--- config.mk ---
export PLATFORM = sky130hd
export DESIGN_NAME = eqs_scheduler
export DESIGN_NICKNAME = d
export VERILOG_FILES = /design/src/design/eqs_pkg.sv /design/src/design/eqs_scheduler.sv
export SDC_FILE = /design/constraint.sdc
export NUM_CORES = 1
export LEC_CHECK = 0
export ABC_AREA = 1
export BUFFER_PORTS_ARGS = -buffer_cell sky130_fd_sc_hd__buf_2
export CORE_AREA = 2 2 174 176
export DETAILED_ROUTE_END_ITERATION = 6
export DIE_AREA = 0 0 176 178
export PLACE_DENSITY = 0.73
export SKIP_CTS_REPAIR_TIMING = 1
export SLEW_MARGIN = 20
export SYNTH_ARGS = -nofsm -noshare
export SYNTH_HDL_FRONTEND = slang
export SYNTH_SLANG_ARGS = --single-unit
--- constraint.sdc ---
create_clock -name mclk -period 7 [get_ports mclk]
set_clock_uncertainty 0.1 [all_clocks]
set_input_delay 1.05 -clock mclk [delete_from_list [all_inputs] [get_ports mclk]]
set_output_delay 1.05 -clock mclk [all_outputs]
set_load 0.01 [all_outputs]
--- src/design/eqs_pkg.sv ---
/*
 * eqs_pkg: shared constants and types for the egress queue scheduler.
 * assumes: a single mclk domain; users reference everything as eqs_pkg::name.
 */
package eqs_pkg;
    localparam int unsigned CLASS_COUNT  = 8;
    localparam int unsigned CLASS_W      = 3;
    localparam int unsigned SP_COUNT_W   = 4;
    localparam int unsigned WEIGHT_W     = 8;
    localparam int unsigned LEN_W        = 16;
    // deficit counter carries a sign bit so overuse can be remembered
    localparam int unsigned DEFICIT_W    = 24;
    localparam int unsigned QUANTUM_UNIT = 64;   // bytes of allocation per unit of weight
    localparam logic [DEFICIT_W-1:0] DEFICIT_RESET = 24'h000000;
    localparam logic [3:0]           SP_COUNT_RESET = 4'h0;
    // round robin starts its first round at the top class
    localparam logic [2:0]           RR_POINTER_RESET = 3'h7;

    typedef enum logic [1:0] {
        EQS_MODE_SP,
        EQS_MODE_WRR,
        EQS_MODE_DWRR
    } eqs_mode_type;

    typedef enum logic [1:0] {
        EQS_IDLE,
        EQS_PICK,
        EQS_SEND
    } eqs_state_type;
endpackage

--- src/design/eqs_scheduler.sv ---
/*
 * eqs_scheduler: picks the traffic-class queue that sends the next frame on the
 * port, with strict priority, weighted round robin or deficit round robin, and a
 * configurable count of strict-priority classes at the top.
 * assumes: queue status and frame length come from logic on mclk; the mac pulses
 * frame_done once per granted frame; config inputs are held steady by the caller.
 */
`timescale 1ns/1ps

module eqs_scheduler #(
    parameter int unsigned SUBQ = 2
) (
    input  wire logic                                    mclk,
    input  wire logic                                    rst,
    input  wire logic                                    clk_en,
    input  wire logic [eqs_pkg::CLASS_COUNT*SUBQ-1:0]    queue_ready,
    input  wire logic [eqs_pkg::LEN_W-1:0]               frame_len,
    input  wire logic                                    frame_done,
    input  wire eqs_pkg::eqs_mode_type                   sched_mode,
    input  wire logic [eqs_pkg::SP_COUNT_W-1:0]          sp_count,
    input  wire logic [eqs_pkg::CLASS_COUNT*eqs_pkg::WEIGHT_W-1:0] class_weight,
    output logic                                         grant_valid,
    output logic [eqs_pkg::CLASS_W-1:0]                  grant_class,
    output logic [$clog2(SUBQ > 1 ? SUBQ : 2)-1:0]       grant_subq,
    output logic [eqs_pkg::CLASS_COUNT-1:0]              class_is_strict,
    output logic [eqs_pkg::CLASS_W-1:0]                  rr_pointer
);
    localparam int unsigned NC = eqs_pkg::CLASS_COUNT;
    localparam int unsigned SW = $clog2(SUBQ > 1 ? SUBQ : 2);
    localparam int unsigned DW = eqs_pkg::DEFICIT_W;

    eqs_pkg::eqs_state_type state;
    eqs_pkg::eqs_state_type next_state;

    logic signed [DW-1:0] deficit [NC];
    logic [SW-1:0]        subq_ptr [NC];
    logic [NC-1:0]        class_busy;
    logic [NC-1:0]        strict_busy;
    logic [NC-1:0]        rr_busy;
    logic                 sp_hit;
    logic [2:0]           sp_pick;
    logic                 rr_hit;
    logic [2:0]           rr_pick;
    logic [2:0]           pick_class;
    logic [SW-1:0]        pick_subq;
    logic                 rr_need_new;
    logic                 cur_from_rr;
    logic signed [DW-1:0] rr_quantum;
    logic signed [DW-1:0] rr_credit;
    logic                 rr_skip;
    logic                 grant_go;
    logic signed [DW-1:0] len_ext;

    // class c is strict when it lies among the sp_count highest classes
    // strict level of class c is sp_count-(7-c); rr slot is c (ordering equals class order)
    genvar g;
    generate
        for (g = 0; g < NC; g = g + 1) begin : g_cls
            assign class_busy[g]      = |queue_ready[g*SUBQ +: SUBQ];
            assign class_is_strict[g] = ({1'b0, sp_count} + 5'(g)) >= 5'(NC);
            assign strict_busy[g]     = class_busy[g] & class_is_strict[g];
            assign rr_busy[g]         = class_busy[g] & ~class_is_strict[g];
        end
    endgenerate

    function automatic logic [2:0] top_set(input logic [NC-1:0] v);
        logic [2:0] r;
        r = 3'h0;
        for (int i = 0; i < NC; i++) begin
            if (v[i]) begin
                r = 3'(i);
            end
        end
        return r;
    endfunction

    // highest strict class wins every pick
    assign sp_hit  = |strict_busy;
    assign sp_pick = top_set(strict_busy);

    // scan downward from the pointer over busy rr classes, wrapping to the top
    logic [NC-1:0] rr_below;
    generate
        for (g = 0; g < NC; g = g + 1) begin : g_below
            assign rr_below[g] = rr_busy[g] && (3'(g) <= rr_pointer);
        end
    endgenerate
    assign rr_hit  = |rr_busy;
    assign rr_pick = (|rr_below) ? top_set(rr_below) : top_set(rr_busy);

    // the pointed class keeps sending while its credit stays positive
    assign rr_need_new = !rr_busy[rr_pointer] || (deficit[rr_pointer] <= 0);

    assign pick_class = sp_hit ? sp_pick : rr_pick;

    // rotate among the physical queues of the chosen class
    function automatic logic [SW-1:0] next_subq(input logic [SUBQ-1:0] rdy, input logic [SW-1:0] start);
        logic [SW-1:0] r;
        logic          found;
        r = start;
        found = 1'b0;
        for (int k = 0; k < SUBQ; k++) begin
            if (!found && rdy[(int'(start) + k) % SUBQ]) begin
                r = SW'((int'(start) + k) % SUBQ);
                found = 1'b1;
            end
        end
        return r;
    endfunction

    assign pick_subq = next_subq(queue_ready[pick_class*SUBQ +: SUBQ], subq_ptr[pick_class]);

    // one grant per frame, none while all queues are empty
    always_comb begin
        next_state = state;
        unique case (state)
            eqs_pkg::EQS_IDLE: begin
                if (|class_busy) begin
                    next_state = eqs_pkg::EQS_PICK;
                end
            end
            eqs_pkg::EQS_PICK: begin
                next_state = grant_go ? eqs_pkg::EQS_SEND : eqs_pkg::EQS_IDLE;
            end
            eqs_pkg::EQS_SEND: begin
                if (frame_done) begin
                    next_state = eqs_pkg::EQS_IDLE;
                end
            end
        endcase
    end

    always_ff @(posedge mclk) begin
        if (rst) begin
            state <= eqs_pkg::EQS_IDLE;
        end else if (clk_en) begin
            state <= next_state;
        end
    end

    // grant latched at pick time and held until the frame completes
    always_ff @(posedge mclk) begin
        if (rst) begin
            grant_valid <= 1'b0;
            grant_class <= '0;
            grant_subq  <= '0;
            cur_from_rr <= 1'b0;
        end else if (clk_en) begin
            if (grant_go) begin
                grant_valid <= 1'b1;
                grant_class <= pick_class;
                grant_subq  <= pick_subq;
                cur_from_rr <= !sp_hit;
            end else if (state == eqs_pkg::EQS_SEND && frame_done) begin
                grant_valid <= 1'b0;
            end
        end
    end

    // quantum per class from its weight
    function automatic logic signed [DW-1:0] quantum(input logic [eqs_pkg::WEIGHT_W-1:0] w);
        return DW'(w) * DW'(eqs_pkg::QUANTUM_UNIT);
    endfunction

    // credit the picked class starts its visit with; wrr drops unused credit, deficit mode keeps it
    assign rr_quantum = quantum(class_weight[rr_pick*eqs_pkg::WEIGHT_W +: eqs_pkg::WEIGHT_W]);
    assign rr_credit  = (sched_mode == eqs_pkg::EQS_MODE_WRR && deficit[rr_pick] > 0)
        ? rr_quantum : deficit[rr_pick] + rr_quantum;
    // a class still in debt after its top-up gives up the visit
    // a zero weight is never skipped so it cannot stall the port
    assign rr_skip  = !sp_hit && rr_need_new && (rr_credit <= 0) && (rr_quantum > 0);
    assign grant_go = (state == eqs_pkg::EQS_PICK) && (|class_busy) && !rr_skip;
    // frame length as a signed count so a debt compares correctly
    assign len_ext  = DW'(frame_len);

    always_ff @(posedge mclk) begin
        if (rst) begin
            rr_pointer <= eqs_pkg::RR_POINTER_RESET;
            for (int c = 0; c < NC; c++) begin
                deficit[c]  <= eqs_pkg::DEFICIT_RESET;
                subq_ptr[c] <= '0;
            end
        end else if (clk_en) begin
            if (state == eqs_pkg::EQS_PICK && (|class_busy)) begin
                if (grant_go) begin
                    subq_ptr[pick_class] <= SW'((int'(pick_subq) + 1) % SUBQ);
                end
                // rr credit is touched only when no strict queue waits
                if (!sp_hit && rr_need_new) begin
                    // a skipped class hands the visit to the next lower class, 0 wraps to 7
                    rr_pointer       <= rr_skip ? rr_pick - 3'h1 : rr_pick;
                    deficit[rr_pick] <= rr_credit;
                end
            end else if (state == eqs_pkg::EQS_SEND && frame_done && cur_from_rr) begin
                deficit[grant_class] <= deficit[grant_class] - len_ext;
                // move on when the credit is spent; an empty class forgets unused credit
                if (deficit[grant_class] <= len_ext && grant_class != 3'h0) begin
                    rr_pointer <= grant_class - 3'h1;
                end else if (deficit[grant_class] <= len_ext) begin
                    rr_pointer <= 3'h7;
                end
            end else if (!rr_busy[rr_pointer] && deficit[rr_pointer] > 0) begin
                deficit[rr_pointer] <= eqs_pkg::DEFICIT_RESET;
            end
        end
    end

endmodule

Yosys cells after proc, flatten, opt, wreduce, memory -nomap -nowiden. Memories as Yosys holds them, arrays and structs flattened. A register that Yosys moved wholly into a read port is not among the register bits. Index checks and enable logic that the tools add are counted.

Equal/unequal tests: 6. Magnitude comparators: 25. Mux-type cells: 83. Reductions and logical operators: 48. $add $sub $neg: 13. Bitwise gates (word level): 24. Shift-type cells: 2.

Operators by type and width (count): 3-bit 2-to-1 mux (33); 24-bit 2-to-1 mux (4); 24-bit OR reduction (3); 64-bit by 7-bit indexed part select with 8-bit output (1); 24-bit by 1-bit greater-than comparator with 1-bit output, second input constant (2); 24-bit by 1-bit less-or-equal comparator with 1-bit output, second input constant (2); 1-bit 2-to-1 mux (40); 5-bit by 4-bit greater-or-equal comparator with 1-bit output, second input constant (7); 24-bit by 15-bit adder with 24-bit output (1); 24-bit by 17-bit less-or-equal comparator with 1-bit output (1); 24-bit by 17-bit subtractor with 24-bit output (1); 4-bit by 3-bit adder with 5-bit output, second input constant (4); 1-bit logical AND (19); 1-bit AND (16); 16-bit OR reduction (1); 2-bit OR reduction (8); 8-bit OR reduction (2); 16-bit by 5-bit indexed part select with 2-bit output (1); 14-bit by 1-bit greater-than comparator with 1-bit output, second input constant (1); 3-bit less-or-equal comparator, first input constant (4); 4-bit by 2-bit adder with 5-bit output, second input constant (2); 2-bit 2-to-1 mux (4); 1-bit NOT (8); 1-bit by 3-bit less-or-equal comparator with 1-bit output, first input constant (2); other kinds (21) (34).

RAM bits: 200. Output and inout port bits: 16. Memories: 2. Input bits: 106. Logic and storage cells: 209. Flip-flop bits (word level): 11.

Memory list: deficit (words 8, width 24, rd ports 3, clocked after Yosys merged registers in 2, wr ports 8, line eqs_scheduler.sv:35) `logic signed [DW-1:0] deficit [NC];`; subq_ptr (words 8, width 1, rd ports 1, clocked after Yosys merged registers in 0, wr ports 8, line eqs_scheduler.sv:36) `logic [SW-1:0] subq_ptr [NC];`.

Logic depth before layout (Yosys ltp). An unclocked memory read counts as a cell.

Depth after elaboration: 29. Gate-level depth with buffers: 46.

Least setup slack after synthesis. Ideal clock, no wire load.

Path type: input-to-reg. Start point: input queue_ready[6] (netlist name). End point: memory subq_ptr[1] (netlist name) (enable). Library setup time: 0.304 ns. Setup slack: 1.009 ns. Data required time: 6.596 ns. Stages: 35. Arrival: 5.587 ns. Path through: or2_2 -> nand3_2 -> nand2_1 -> nor2_4 -> nand4_1 -> nand2_1 -> buf_4 -> clkbuf_1 -> buf_1 -> nand3_1 -> a32o_1 -> ha_1 -> nand2_1 -> nor2_1 -> a211oi_1 -> o21ai_0 -> a21oi_1 -> o21bai_1 -> a21oi_1 -> inv_1 -> nand2_1 -> nor2_1 -> nand3_1 -> nand2_1 -> nand2_1 -> a21oi_1 -> nor2_1 -> nand2_1 -> nor2_1 -> nand2_1 -> nand2_2 -> nand2_2 -> buf_6 -> nand4_4 -> o21ai_1.

RTL lines: start, declared (line eqs_scheduler.sv:16) `input wire logic [eqs_pkg::CLASS_COUNT*SUBQ-1:0] queue_ready,`; end, declared (line eqs_scheduler.sv:36).

==> reports/qor.txt <==
total I/O pin count -> 122
Fin. Hold Viols -> 0
total track usage -> 37.0%
Via density -> 6.13
clock share of power -> 27.0%
NumNets Final -> 2450
clock transition at the registers of the reported paths -> 0.06 ns
Unique masters post-synth -> 55
Total Power -> 4800 uW
H-tree Lvls -> 1
worst-case clock buffer depth -> 3
Post-Syn Area -> 15900 um2
post-detail-place hpwl -> 41900 um
drt pass-1 iters -> 7
Final Util -> 60.0%
Reg power frac -> 32.3%
Net Count, Synth -> 2375
Critical Path Max Stage Delay -> 0.53 ns
initial cell density of the core -> 54.2%
first-pass GRT wire length -> 88700 um
endpoint class of the critical path -> flip-flop
launching point of the worst reg2reg path -> rr_pointer[0]
vias in the first global route -> 15300
port buffer count -> 121
final setup fails -> 0
Slew Limit Fails -> 0
PwrDens -> 272 nW/um2
Worst R2R Setup Slack -> 0.87 ns
ant diodes -> 0
peak supply drop -> 0.214 mV
WL/cell -> 21.6 um
yosys warns -> 0
Sw Ratio -> 42.3%
Hold Crit Depth -> 2
post-route setup TNS -> 0 ns
actual slew at the worst max-slew pin -> 1.07 ns
Max-Cap Viols -> 0
DRT met1 WL -> 23500 um
ys async rst share -> 0%
Crit path top cell by count -> nand2_1
initial antenna violation count -> 0
achievable clock frequency -> 156 MHz
Internal -> 2770 uW
number of synthesized flops with an enable pin -> 200
core area -> 29400 um2
Die X -> 176 um
aggregate global routing overflow -> 0
Synth top cells by count -> 536 x nand2_1, 307 x nor2_1, 273 x nand3_1, 225 x inv_1, 200 x edfxtp_1
DRC errors left -> 0
count leader, synth -> nand2_1
Crit path arrival time -> 6.56 ns
Final period util -> 91.8%
Worst slew margin -> 27.6%
CP max-delay cell -> buf_4
Hold EP -> grant_valid
kind of critical path -> in2reg
Clock Sinks -> 217
Main synth FF type -> edfxtp_1
share of cells above drive strength 1 -> 10.8%
Worst Path Required -> 7.13 ns
cell taking the most area after synthesis -> edfxtp_1
top post-synthesis cells by area -> edfxtp_1 38%, nand2_1 13%, nand3_1 8.6%, nor2_1 7.2%, inv_1 5.3%
Worst setup SP type -> input pin
Inst Count DP -> 2675
TritonCTS Buffers -> 25
highest routed layer -> met4
Post-DRT Antenna Nets -> 0
fillers -> 2781
Net Switching -> 2030 uW
unrepaired setup endpoints after global routing -> false
wire length on met2 -> 25500 um
Clk Latency, worst-skew pair -> 0.56 ns
CP Max Fanout -> 54
Reg-to-Reg End -> subq_ptr[4]
sequential share of the synthesized area -> 39.9%
total length of routed wires -> 58900 um
Tmin final -> 6.43 ns
hold path start -> grant_valid
Die Ht -> 178 um
Static Leak -> 0.00783 uW
Reg2Reg Depth -> 37
WL met3 -> 6890 um
Gate Count Post-Synth -> 2237
mean post-synth cell area -> 7.12 um2
non-filler cells, final -> 2720
die area -> 31300 um2
largest net degree at the start of global routing -> 61
outcome -> finished, final reports clean
vias -> 16700
flops & latches, synth -> 217
initial DRC count -> 2542
Gate power share -> 40.8%
Root Driver -> clkbuf_16
GPL Wtd Cong -> 0.997
Worst Hold Class -> reg2reg
std cell rows -> 63
CTS tree -> yes
P&R area growth vs syn -> 10.8%
Yosys top cell area share -> 37.7%
==> final cells by class <==
| class | instances | area [um2] | area share, % |
|---|---|---|---|
| multi-input cells | 1657 | 8120 | 46.0 |
| clock inverters | 15 | 136 | 0.773 |
| well taps | 390 | 488 | 2.77 |
| flip-flops and latches | 217 | 6350 | 36.0 |
| repair buffers | 176 | 1020 | 5.79 |
| inverters | 235 | 882 | 5.00 |
| clock buffers | 30 | 644 | 3.65 |
==> worst max-delay path: cells and delay by family <==
family	cells	cell delay, ns
fa+ha+maj	1	0.45
buf+inv	5	0.91
compound gates	3	0.55
simple gates	29	3.54
==> metrics by stage <==
step	hold WS (ns)	cell area (um2)	worst slack, ns
5_1_grt	0.423	17600	0.0283
3_3_place_gp	0.390	16900	0.254
6_report	0.407	17600	0.573
4_1_cts	0.408	17600	0.568
3_5_place_dp	0.399	16900	0.117
2_1_floorplan	0.381	15900	1.01
==> registers in the layout, indices dropped and copies added (netlist names), named ones only <==
name / count
state: 2
grant_valid: 1
rr_pointer: 3
subq_ptr: 8
deficit: 192
grant_subq: 1
cur_from_rr: 1
grant_class: 3
==> kinds of logic after synthesis <==
| family | after synthesis | share of synthesized area [%] |
|---|---|---|
| and+or+nand+nor | 1237 | 33.9 |
| adders and majority gates | 32 | 2.61 |
| AOI/OAI and AO/OA | 360 | 12.9 |
| xor gates and xnor gates | 28 | 1.54 |
| buffers and inverters | 363 | 9.21 |
| DFF | 217 | 39.9 |
==> worst max path at each step <==
| stage | from | end | slack, ns | cells after the start |
|---|---|---|---|---|
| 5_1_grt | sp_count[3] | subq_ptr[0] | 0.03 | 38 |
| 3_3_place_gp | sp_count[3] | subq_ptr[2] | 0.25 | 37 |
| 4_1_cts | sp_count[3] | subq_ptr[0] | 0.57 | 36 |
| 6_report | sp_count[3] | subq_ptr[4] | 0.57 | 38 |
| 2_1_floorplan | queue_ready[6] | subq_ptr[1] | 1.01 | 35 |
| 3_5_place_dp | sp_count[3] | subq_ptr[0] | 0.12 | 36 |
==> power by group through the flow <==
stage	sequential [uW]	clock (uW)	combinational [uW]
floorplan	1550	0	1270
global placement	1570	0	1860
detailed placement	1570	0	1870
CTS	1540	1290	1890
global route	1550	1340	2110
finish	1550	1290	1960
==> routing by layer <==
metal  GRT usage [%]  vias up
met5               0        -
met4            16.7        0
met3            6.05      207
met2            58.2     1128
met1            50.6     7647
li1                -     7700
==> cell usage in the layout, fill, tap and decap left out, types with 5 or more instances in the layout <==
cell	synthesis	routed
nand3b_1	13	13
xor2_1	17	17
buf_2	26	121
ha_1	30	30
o211ai_1	13	13
clkbuf_1	73	5
buf_4	3	54
a21oi_1	142	142
o21ai_1	26	26
nor3_2	5	5
clkbuf_16	0	25
nand3_1	273	273
nor3_1	16	16
inv_1	225	224
nand2_2	6	8
a32o_1	10	10
edfxtp_1	200	200
a221oi_1	13	13
nand4_1	36	36
nor4_1	27	26
xnor2_1	11	11
nor2_4	5	5
o21ai_0	105	105
nor2_1	307	307
nand2_1	536	534
inv_2	6	7
dfxtp_1	17	16
a31oi_1	23	23
clkinv_1	4	8
No activity file was read; power rests on OpenSTA's default activity.
